--- src/hdl/gpm_pin_mux_map.vh ---
`ifndef GPM_PIN_MUX_MAP_VH
`define GPM_PIN_MUX_MAP_VH

// physical pin positions per port (absent bits carry a slot count of zero)
`define GPM_A_PINS 12
`define GPM_B_PINS 12
`define GPM_C_PINS 13
`define GPM_D_PINS 6
`define GPM_ALL_PINS 43

// global pin index of each port's bit 0
`define GPM_B_BASE 12
`define GPM_C_BASE 24
`define GPM_D_BASE 37

// peripheral slots per pin and width of a select field
`define GPM_SLOTS 3
`define GPM_SEL_W 2
`define GPM_SLOT_FIRST 2'h0
`define GPM_NO_FUNC 2'h0

// special pins, global index
`define GPM_RESET_PIN 7
`define GPM_RESET_SLOT 0
`define GPM_CLOCK_IN_PIN_B5 17
`define GPM_CLOCK_IN_PIN_B6 18
`define GPM_CLOCK_IN_SLOT 2
`define GPM_CRYSTAL_PIN 42

// number of peripheral functions per pin, two bits per pin, pin 0 lowest
`define GPM_COUNT_A 24'h5F6F55
`define GPM_COUNT_B 24'h5ABCFA
`define GPM_COUNT_C 26'h101A6A6
`define GPM_COUNT_D 12'h955

// reset values of the function-enable bits
`define GPM_EN_RST_A 12'h080
`define GPM_EN_RST_B 12'h000
`define GPM_EN_RST_C 13'h0000
`define GPM_EN_RST_D 6'h0F
`define GPM_CRYSTAL_RST 1'b0

`endif

--- src/hdl/gpm_pin_cell.v ---
`timescale 1ns/1ns
`include "gpm_pin_mux_map.vh"

module gpm_pin_cell #(
    parameter IDLE0 = 1'b0
) (
    // general-purpose side
    input wire gpioOut,
    input wire gpioOe,
    output wire gpioIn,
    // function control
    input wire funcEn,
    input wire [1:0] funcSel,
    input wire [1:0] funcCount,
    // peripheral side, one bit per slot
    input wire [2:0] altOut,
    input wire [2:0] altOe,
    output wire [2:0] altIn,
    // pad side
    input wire padIn,
    output wire padOut,
    output wire padOe
);

wire present;
wire active;
wire [1:0] slot;

// out-of-range select falls back to the first slot rather than an undriven pad
assign slot = (funcSel < funcCount) ? funcSel : `GPM_SLOT_FIRST;
assign present = (funcCount != `GPM_NO_FUNC);
assign active = funcEn && present;

// peripheral replaces gpio data and direction when enabled
assign padOut = active ? altOut[slot] : (present & gpioOut);
assign padOe = active ? altOe[slot] : (present & gpioOe);
// gpio keeps seeing the raw pad level in either mode
assign gpioIn = present & padIn;

// only the selected peripheral sees the pad; others see their idle level
genvar k;
generate
    for (k = 0; k < `GPM_SLOTS; k = k + 1) begin : g_slot
        localparam [1:0] KS = k;
        localparam IDLE = (k == 0) ? IDLE0 : 1'b0;
        assign altIn[k] = (active && (slot == KS)) ? padIn : IDLE;
    end
endgenerate

endmodule

--- src/hdl/gpm_pin_mux.v ---
`timescale 1ns/1ns
`include "gpm_pin_mux_map.vh"

// Functional notes
// - four ports A-D with 12, 11, 10 and 6 usable pins
// - port A resets to gpio except pin 7, which resets as reset input
// - port D pins 0-3 reset to test-port functions, pins 4-5 to gpio
// - all eleven port B pins (no bit 4) reset to gpio
// - A4/A5 select pulse output, timer 2/3, fault 1/2
// - A6 selects fault 0 or timer 0
// - A8/A9 select fault 1/2, timer 2/3, comparator A/B input 1
// - B0/B1 select serial clock/select or I2C clock/data
// - B2/B3 select serial data in/out, timer 2/3, pulse source 0/1
// - B5, B6 choices include clock input, gated by PLL clock-in enable
// - B7 selects serial transmit or I2C clock
// - B8/B9 select I2C clock/data or CAN transmit/receive
// - C0/C4 select converter input 0 or comparator input 3
// - C2,C3,C6,C7 select converter input or reference high/low input
// - D5 uses crystal select: crystal output or clock input; resets gpio
//
// slot map, global index = port base + bit, slot k of pin i is bit 3*i+k
//   A0..A3  : pulse out 0..3
//   A4      : pulse_out_4, timer_chan_2, fault_in_1
//   A5      : pulse_out_5, timer_chan_3, fault_in_2
//   A6      : fault_in_0, timer_chan_0
//   A7      : reset input (idle level 1 when not selected)
//   A8      : fault_in_1, timer_chan_2, comparator_a_input_1
//   A9      : fault_in_2, timer_chan_3, comparator_b_input_1
//   A10/A11 : comparator A/B input 2
//   B0      : serial_periph_clock, I2C clock
//   B1      : serial_periph_select, I2C data
//   B2      : serial_periph_data_in, timer_chan_2, pulse_source_in_0
//   B3      : serial_periph_data_out, timer_chan_3, pulse_source_in_1
//   B5      : timer_chan_1, fault_in_3, external_clock_input
//   B6      : serial_receive, I2C data, external_clock_input
//   B7      : serial_transmit, I2C clock
//   B8      : I2C clock, can_transmit_pin
//   B9      : I2C data, can_receive_pin
//   B10/B11 : comparator A/B output
//   C0      : converter_a_input_0, comparator_a_input_3
//   C1      : converter A input 1
//   C2/C3   : converter A input 2/3, converter_a_ref_high/low
//   C4      : converter_b_input_0, comparator_b_input_3
//   C5      : converter B input 1
//   C6/C7   : converter_b_input_2 / B input 3, converter B ref high/low
//   C8/C12  : converter A/B input 4
//   D0..D3  : test data in, test data out, test clock, test mode
//   D4      : crystal_input
//   D5      : crystal_output, external_clock_input

module gpm_pin_mux (
    // clock and reset
    input wire clk,
    input wire rst,
    // gpio data and direction from the port logic
    input wire [11:0] gpioAOut,
    input wire [11:0] gpioAOe,
    input wire [11:0] gpioBOut,
    input wire [11:0] gpioBOe,
    input wire [12:0] gpioCOut,
    input wire [12:0] gpioCOe,
    input wire [5:0] gpioDOut,
    input wire [5:0] gpioDOe,
    // pad levels seen by the port logic
    output wire [11:0] gpioAIn,
    output wire [11:0] gpioBIn,
    output wire [12:0] gpioCIn,
    output wire [5:0] gpioDIn,
    // peripheral slots, three per pin
    input wire [128:0] altOut,
    input wire [128:0] altOe,
    output reg [128:0] altIn,
    // pad pins
    input wire [11:0] padAIn,
    input wire [11:0] padBIn,
    input wire [12:0] padCIn,
    input wire [5:0] padDIn,
    output wire [11:0] padAOut,
    output wire [11:0] padAOe,
    output wire [11:0] padBOut,
    output wire [11:0] padBOe,
    output wire [12:0] padCOut,
    output wire [12:0] padCOe,
    output wire [5:0] padDOut,
    output wire [5:0] padDOe,
    // function enable bits, one per pin
    input wire funcEnWrite,
    input wire [42:0] funcEnData,
    output reg [42:0] funcEnState,
    // pin function select fields, two bits per pin
    input wire funcSelWrite,
    input wire [85:0] funcSelData,
    output reg [85:0] funcSelState,
    // crystal clock select for D5
    input wire crystalSelWrite,
    input wire crystalSelData,
    output reg crystalSelState,
    // clock-input enable from the PLL control
    input wire pllClockInEnable
);

localparam ALL = `GPM_ALL_PINS;
localparam SELW = `GPM_ALL_PINS * `GPM_SEL_W;
localparam ALTW = `GPM_ALL_PINS * `GPM_SLOTS;

// port widths and per-pin function sets, packed per port
localparam [23:0] CNT_A = `GPM_COUNT_A;
localparam [23:0] CNT_B = `GPM_COUNT_B;
localparam [25:0] CNT_C = `GPM_COUNT_C;
localparam [11:0] CNT_D = `GPM_COUNT_D;
localparam [SELW-1:0] COUNTS = {CNT_D, CNT_C, CNT_B, CNT_A};

// reset state of the function enables
localparam [42:0] EN_RST = {`GPM_EN_RST_D, `GPM_EN_RST_C, `GPM_EN_RST_B, `GPM_EN_RST_A};
localparam [ALTW-1:0] ONE = {{(ALTW-1){1'b0}}, 1'b1};
// the reset input slot idles high so an unselected pin never holds reset
localparam [ALTW-1:0] ALT_IN_RST = ONE << (`GPM_RESET_PIN * `GPM_SLOTS + `GPM_RESET_SLOT);
localparam [ALTW-1:0] CLOCK_IN_MASK = (ONE << (`GPM_CLOCK_IN_PIN_B5 * `GPM_SLOTS + `GPM_CLOCK_IN_SLOT)) |
                                      (ONE << (`GPM_CLOCK_IN_PIN_B6 * `GPM_SLOTS + `GPM_CLOCK_IN_SLOT));

// slot count of one pin; zero marks an absent bit
function [1:0] pinSlotCount;
    input integer idx;
    begin
        pinSlotCount = COUNTS[idx * `GPM_SEL_W +: `GPM_SEL_W];
    end
endfunction

////////////////////////////////////////////////////////////////////////////////

wire [ALL-1:0] allGpioOut;
wire [ALL-1:0] allGpioOe;
wire [ALL-1:0] allPadIn;
wire [ALL-1:0] presentMask;
wire [ALL-1:0] nextPadOut;
wire [ALL-1:0] nextPadOe;
wire [ALL-1:0] nextGpioIn;
wire [ALTW-1:0] cellAltIn;
wire [ALTW-1:0] next_altIn;
reg [ALL-1:0] padOutReg;
reg [ALL-1:0] padOeReg;
reg [ALL-1:0] gpioInReg;

// flatten the four ports into one pin vector
assign allGpioOut = {gpioDOut, gpioCOut, gpioBOut, gpioAOut};
assign allGpioOe = {gpioDOe, gpioCOe, gpioBOe, gpioAOe};
assign allPadIn = {padDIn, padCIn, padBIn, padAIn};

////////////////////////////////////////////////////////////////////////////////

// one mux cell per pin position
genvar i;
generate
    for (i = 0; i < ALL; i = i + 1) begin : g_pin
        wire [1:0] cnt;
        wire [1:0] sel;
        assign cnt = pinSlotCount(i);
        // D5 takes its choice from the crystal select, not the common field
        assign sel = (i == `GPM_CRYSTAL_PIN) ? {1'b0, crystalSelState} :
                     funcSelState[i * `GPM_SEL_W +: `GPM_SEL_W];
        assign presentMask[i] = (pinSlotCount(i) != `GPM_NO_FUNC);
        gpm_pin_cell #(
            .IDLE0((i == `GPM_RESET_PIN) ? 1'b1 : 1'b0)
        ) u_cell (
            .gpioOut(allGpioOut[i]),
            .gpioOe(allGpioOe[i]),
            .gpioIn(nextGpioIn[i]),
            .funcEn(funcEnState[i]),
            .funcSel(sel),
            .funcCount(cnt),
            .altOut(altOut[i * `GPM_SLOTS +: `GPM_SLOTS]),
            .altOe(altOe[i * `GPM_SLOTS +: `GPM_SLOTS]),
            .altIn(cellAltIn[i * `GPM_SLOTS +: `GPM_SLOTS]),
            .padIn(allPadIn[i]),
            .padOut(nextPadOut[i]),
            .padOe(nextPadOe[i])
        );
    end
endgenerate

// B5/B6 clock slot reaches the clock logic only once the PLL allows it
assign next_altIn = pllClockInEnable ? cellAltIn : (cellAltIn & ~CLOCK_IN_MASK);

////////////////////////////////////////////////////////////////////////////////

// configuration state; absent bits can never be enabled
always @(posedge clk) begin
    if (rst) begin
        funcEnState <= EN_RST;
        funcSelState <= {SELW{1'b0}};
        crystalSelState <= `GPM_CRYSTAL_RST;
    end else begin
        if (funcEnWrite) begin
            funcEnState <= funcEnData & presentMask;
        end
        if (funcSelWrite) begin
            funcSelState <= funcSelData;
        end
        if (crystalSelWrite) begin
            crystalSelState <= crystalSelData;
        end
    end
end

// registered pad and peripheral side; costs one cycle each way
always @(posedge clk) begin
    if (rst) begin
        padOutReg <= {ALL{1'b0}};
        padOeReg <= {ALL{1'b0}};
        gpioInReg <= {ALL{1'b0}};
        altIn <= ALT_IN_RST;
    end else begin
        padOutReg <= nextPadOut;
        padOeReg <= nextPadOe;
        gpioInReg <= nextGpioIn;
        altIn <= next_altIn;
    end
end

////////////////////////////////////////////////////////////////////////////////

// split back into ports
assign padAOut = padOutReg[`GPM_B_BASE-1:0];
assign padAOe = padOeReg[`GPM_B_BASE-1:0];
assign gpioAIn = gpioInReg[`GPM_B_BASE-1:0];
assign padBOut = padOutReg[`GPM_C_BASE-1:`GPM_B_BASE];
assign padBOe = padOeReg[`GPM_C_BASE-1:`GPM_B_BASE];
assign gpioBIn = gpioInReg[`GPM_C_BASE-1:`GPM_B_BASE];
assign padCOut = padOutReg[`GPM_D_BASE-1:`GPM_C_BASE];
assign padCOe = padOeReg[`GPM_D_BASE-1:`GPM_C_BASE];
assign gpioCIn = gpioInReg[`GPM_D_BASE-1:`GPM_C_BASE];
assign padDOut = padOutReg[ALL-1:`GPM_D_BASE];
assign padDOe = padOeReg[ALL-1:`GPM_D_BASE];
assign gpioDIn = gpioInReg[ALL-1:`GPM_D_BASE];

endmodule

--- config.mk ---
export PLATFORM = sky130hd
export DESIGN_NAME = gpm_pin_mux
export DESIGN_NICKNAME = d
export VERILOG_FILES = /design/src/hdl/gpm_pin_cell.v /design/src/hdl/gpm_pin_mux.v
export VERILOG_INCLUDE_DIRS = /design/src /design/src/hdl
export SDC_FILE = /design/constraint.sdc
export NUM_CORES = 1
export LEC_CHECK = 0
export BUFFER_PORTS_ARGS = -buffer_cell sky130_fd_sc_hd__buf_4
export CORE_AREA = 5 5 347 349
export DETAILED_ROUTE_END_ITERATION = 16
export DIE_AREA = 0 0 352 354
export PLACE_DENSITY_LB_ADDON = 0.05
export SLEW_MARGIN = 25
export SYNTH_ARGS = -nofsm -noshare
export SYNTH_HDL_FRONTEND = slang
export SYNTH_SLANG_ARGS = --single-unit
--- constraint.sdc ---
create_clock -name clk -period 1.17 [get_ports clk]
set_input_delay 0.117 -clock clk [delete_from_list [all_inputs] [get_ports clk]]
set_output_delay 0.117 -clock clk [all_outputs]
set_load 0.005 [all_outputs]
# After elaboration in Yosys (flattened, before gate mapping)
# Cells that the tools add are included.
[op_classes]
muxes = 388
eq_ne = 78
n_lt_le_gt_ge = 78
reduce_logical = 158
bitwise = 3
[op_table]
columns = ["operator", "n"]
rows = [
  ["$mux W1", 272],
  ["$bmux W1 S2", 78],
  ["$logic_and A1 B1 Y1", 117],
  ["$lt A2 B3 Y1 const B", 39],
  ["$eq A2 B1 Y1 const B", 39],
  ["$eq A2 B2 Y1 const B", 39],
  ["$logic_not A2 Y1", 39],
  ["$mux W2", 38],
  ["$lt A2 B2 Y1 const B", 20],
  ["$lt A2 B1 Y1 const B", 18],
  ["$reduce_or A3 Y1", 2],
  ["$not A1 Y1", 3],
  ["$lt A1 B2 Y1 const B", 1],
]
[word_totals]
elab_cells = 717
regBits = 384
in_bits = 523
output_inout_bits = 388

# Longest topological paths before layout
[logic_depth]
depth_word = 6
ltp_mapped = 5
mapped_depth_nobuf = 5

# Hierarchy
# A second synthesis with hierarchy kept.
[hier_totals]
cells_unflattened = 1906
area_unflattened_um2 = 18504.0
[by_module_without_submodules]
columns = ["module", "n_inst", "cells_per_inst", "area_each_um2"]
rows = [
  ["gpm_pin_mux", 1, 958, 11501.0],
  ["gpm_pin_cell (g_pin[0].u_cell ...)", 42, 22, 162.7],
  ["gpm_pin_cell (g_pin[7].u_cell)", 1, 24, 171.4],
]

# Worst setup path before layout
# OpenSTA, ideal clock, no wires.
[synth_timing]
path_type = "reg-to-reg"
startpoint = "register funcSelState[37]"
endpoint = "register padOeReg[18]"
setup_ns = 0.078
path_buffers = 0
path_stages_with_launch = 6
arrival_ns = 1.083
period_less_slack_ns = 1.161
path_slack_ns = 0.009
t_required_ns = 1.092
cell_sequence = "dfxtp_1 inv_1 ha_1 mux2i_1 o211a_1 nor3_1"
[synth_via]
elab_chain_cells = 5
[synth_lines]
columns = ["element", "line", "text"]
rows = [
  ["start: declaration", "gpm_pin_mux.v:93", "output reg [85:0] funcSelState,"],
  ["start signal: assignment", "gpm_pin_mux.v:190", "funcSelState <= {SELW{1'b0}};"],
  ["start signal: assignment", "gpm_pin_mux.v:197", "funcSelState <= funcSelData;"],
  ["$lt A2 B2 Y1", "gpm_pin_cell.v:30", "assign slot = (funcSel < funcCount) ? funcSel : `GPM_SLOT_FIRST;"],
  ["$mux W2 (no line) *", "-", ""],
  ["$bmux W1 S2 *", "gpm_pin_cell.v:36", "assign padOe = active ? altOe[slot] : (present & gpioOe);"],
  ["$mux W1 (implied by the code) *", "gpm_pin_cell.v:36", ""],
  ["$mux W1 *", "gpm_pin_cell.v:36", ""],
  ["end signal: assignment", "gpm_pin_mux.v:209", "padOeReg <= {ALL{1'b0}};"],
  ["end signal: assignment", "gpm_pin_mux.v:214", "padOeReg <= nextPadOe;"],
  ["end: declaration", "gpm_pin_mux.v:141", "reg [ALL-1:0] padOeReg;"],
]
# Mark *: on every way between the ends. The rest lies on a longest branch, timed or not. The select of a mux whose other input is x is not followed.
# A chain may end at the register's enable or synchronous reset.

# Worst setup path in the final report
[layout_timing]
startpoint = "register funcEnState[12]"
endpoint = "output funcEnState[12]"
[layout_rtl]
columns = ["element", "line", "text"]
rows = [
  ["start: declaration", "gpm_pin_mux.v:89", "output reg [42:0] funcEnState,"],
  ["start signal: assignment", "gpm_pin_mux.v:194", "funcEnState <= funcEnData & presentMask;"],
]
# No word-level cell between the ends.

==> flow_metrics.tcl <==
set metrics [dict create \
    core_um2 117000 \
    place_hpwl_mm 56.8 \
    placed_area_um2 20100 \
    die_h_um 354 \
    p_sw_mw 8.98 \
    slowest_delay_ns 0.41 \
    drt_iter0_drc 270 \
    grt_pass1_wl_mm 107 \
    worst_ir_drop_vdd_mv 0.870 \
    instances_no_fill 4020 \
    dp.cells 3442 \
    power.leakage_nw 13.2 \
    worstPathRequired_ns 1.05 \
    yosysSeqAreaShare_pct 56.0 \
    utilization_pct 24.6 \
    worst_slack_ns -0.201 \
    root_buffer "clkbuf_16" \
    route.detailed.drc 0 \
    ys_types 22 \
    pin_count 911 \
    grt_pass1_vias 14600 \
    routed_via_density 3.20 \
    worstPathArrival_ns 1.25 \
    crit_fanout 3 \
    crit_slowest_cell "dfxtp_4" \
    path_cells "buf_6, buf_6" \
    critPathLaunchType "register" \
    seqPwrFrac_pct 35.9 \
    die_area_um2 125000 \
    status "finished with violations" \
    die_x_um 352 \
    port_buffers 731 \
    vias 12900 \
    swShare_pct 24.9 \
    grt.total_usage_pct 11.7 \
    slew_headroom_pct 48.8 \
    clk_pin_slew_ns 0.06 \
    hold_viol_final 0 \
    ys_warn_count 0 \
    num-nets-final 2978 \
    wire_per_inst_um 18.8 \
    violations "setup timing" \
    cts_buffer_depth 3 \
    clkLatencyLatePin_ns 0.61 \
    fin_crit_sh_pct 117 \
    max_clock_freq_mhz 729 \
    final_antenna_net_count 0 \
    p_int_mw 27.1 \
    cts_tree "yes" \
    fin_worst_skew_ns 0.0116 \
    post_route_cells_drive_above_1_share_pct 55.9 \
    setup_viol_count_final 69 \
    p_clk_share_pct 46.6 \
    hold_class "in2reg" \
    maxSlewViolCount 0 \
    postLayoutCellArea_um2 28800 \
    num_rows 126 \
    p_comb_share_pct 17.5 \
    place_congestion 0.737 \
    max_cap_violations 0 \
    synth_area_um2 12400 \
    overflow 0 \
    powerDensity_nw_per_um2 1250 \
    rsz0062_at_grt "true" \
    crit_path_end_kind "output port" \
    min_period_ns 1.37 \
    initial_utilization_pct 10.6 \
    numCtsBuffers 51 \
    crit_top_cell "buf_6" \
    synth.avg_cell_area_um2 11.0 \
    h-tree-depth 2 \
    syn_to_final_growth_pct 132 \
    antenna_found_initial 19 \
    place_ws_ns -0.248 \
    clkSinkCount 347 \
    worstMarginPinSlew_ns 0.768 \
    wl_mm 75.5 \
    crit_type "reg2out" \
    ys_ff_latch 347 \
    grt_max_degree 26 \
    dr.pass1.iters 6 \
    syn_inst 1125 \
]
-- final timing paths --
| kind | start | to | depth (start not counted) | slack [ns] |
|---|---|---|---|---|
| worst max-delay path | funcEnState[12] | funcEnState[12] | 2 | -0.20 |
| worst min-delay path | rst | padOeReg[21] | 4 | 0.07 |
| worst max register to register | funcSelState[19] | padOeReg[9] | 6 | -0.05 |
| worst min register to register | funcSelState[15] | funcSelState[15] | 2 | 0.50 |
-- sequential cells by signal, summed over array words and instances, names as in the netlist --
signal	count
funcEnState	39
altIn	104
padOeReg	39
crystalSelState	1
gpioInReg	39
funcSelState	86
padOutReg	39
-- cells by family (layout without fill, tap and decap cells) --
family                     Yosys count  in the layout  synth area share (%)
and+or+nand+nor                    369            369                  14.4
DFF                                347            347                  56.0
muxes                              199            199                  16.1
buffers and inverters              138           1408                  7.87
AOI/OAI and AO/OA                   47             47                  3.22
adders and majority gates           24             24                  2.42
other                                1             90                0.0302
-- cell usage after synthesis --
cell,number,share of area [%]
buf_6,8,0.73
o211a_1,16,1.3
and3_1,35,1.8
nor3_1,16,0.65
a211o_1,5,0.35
and2_1,17,0.86
ha_1,24,2.4
buf_4,86,5.2
buf_8,4,0.48
a211oi_1,26,1.6
dfxtp_1,347,56
conb_1,1,0.030
nor2b_1,29,1.5
nor2_1,213,6.4
inv_1,16,0.48
nand2_1,14,0.42
and4_1,2,0.14
nand3b_1,16,0.97
nor2b_2,15,1.1
nand2b_1,12,0.61
buf_2,24,0.97
mux2i_1,199,16
-- power groups by stage --
| stage | Clock, mW | Combinational, mW | Sequential, mW |
|---|---|---|---|
| 3_3_place_gp | 0 | 4.31 | 13.1 |
| 6_report | 16.8 | 6.31 | 12.9 |
| 2_1_floorplan | 0 | 1.44 | 13.1 |
| 5_1_grt | 18.0 | 6.87 | 13.0 |
| 3_5_place_dp | 0 | 4.29 | 13.1 |
| 4_1_cts | 17.7 | 6.41 | 12.9 |
-- routing by layer --
| metal | wire [µm] | track usage (%) |
|---|---|---|
| met2 | 36000 | 20.0 |
| met1 | 30300 | 13.1 |
| met3 | 7720 | 5.53 |
| met4 | 1400 | 2.63 |
| met5 | 65 | 0 |
-- cell usage in the layout (no fill, tap or decap), types with 28 or more instances in the layout --
| cell | synthesis | routed |
|---|---|---|
| mux2i_1 | 199 | 193 |
| dlygate4sd3_1 | 0 | 396 |
| and3_1 | 35 | 35 |
| buf_6 | 8 | 377 |
| clkbuf_16 | 0 | 53 |
| nor2b_1 | 29 | 28 |
| nor2_1 | 213 | 213 |
| buf_4 | 86 | 506 |
| dfxtp_2 | 0 | 285 |
| dfxtp_4 | 0 | 43 |
| conb_1 | 1 | 77 |
-- what timing repair did --
action / in CTS / in global routing
setup buffers: 82 / 5
setup endpoints to repair: 367 / 417
gates resized for setup: 690 / 153
hold buffers: 401 / 4
pin swaps: 27 / 18
hold endpoints to repair: 311 / 4
-- critical path: cells and delay by family (launching register included) --
kind / cells / cell delay, ns
buffers and inverters: 2 / 0.23
flip-flops: 1 / 0.41
-- final cells by class --
class	instances	area [µm²]
fillers	12700	88300
repair buffers	1299	12400
flip-flops and latches	347	7460
multi-input cells	716	5140
well taps	1536	1920
clock buffers	74	1500
clock inverters	19	303
inverters	16	65.1
diodes	13	32.5
-- through the flow --
| stage | power [mW] | hold slack [ns] | TNS, ns |
|---|---|---|---|
| 6_report | 36.0 | 0.0651 | -3.21 |
| 5_1_grt | 37.9 | 0.0507 | -21.28 |
| 4_1_cts | 37.0 | 0.0204 | -29.15 |
| 3_5_place_dp | 17.4 | 0.331 | -1.31 |
| 3_3_place_gp | 17.4 | 0.328 | -0.904 |
| 2_1_floorplan | 14.5 | 0.211 | 0 |
Note: power is estimated with default switching activity, not from simulation.
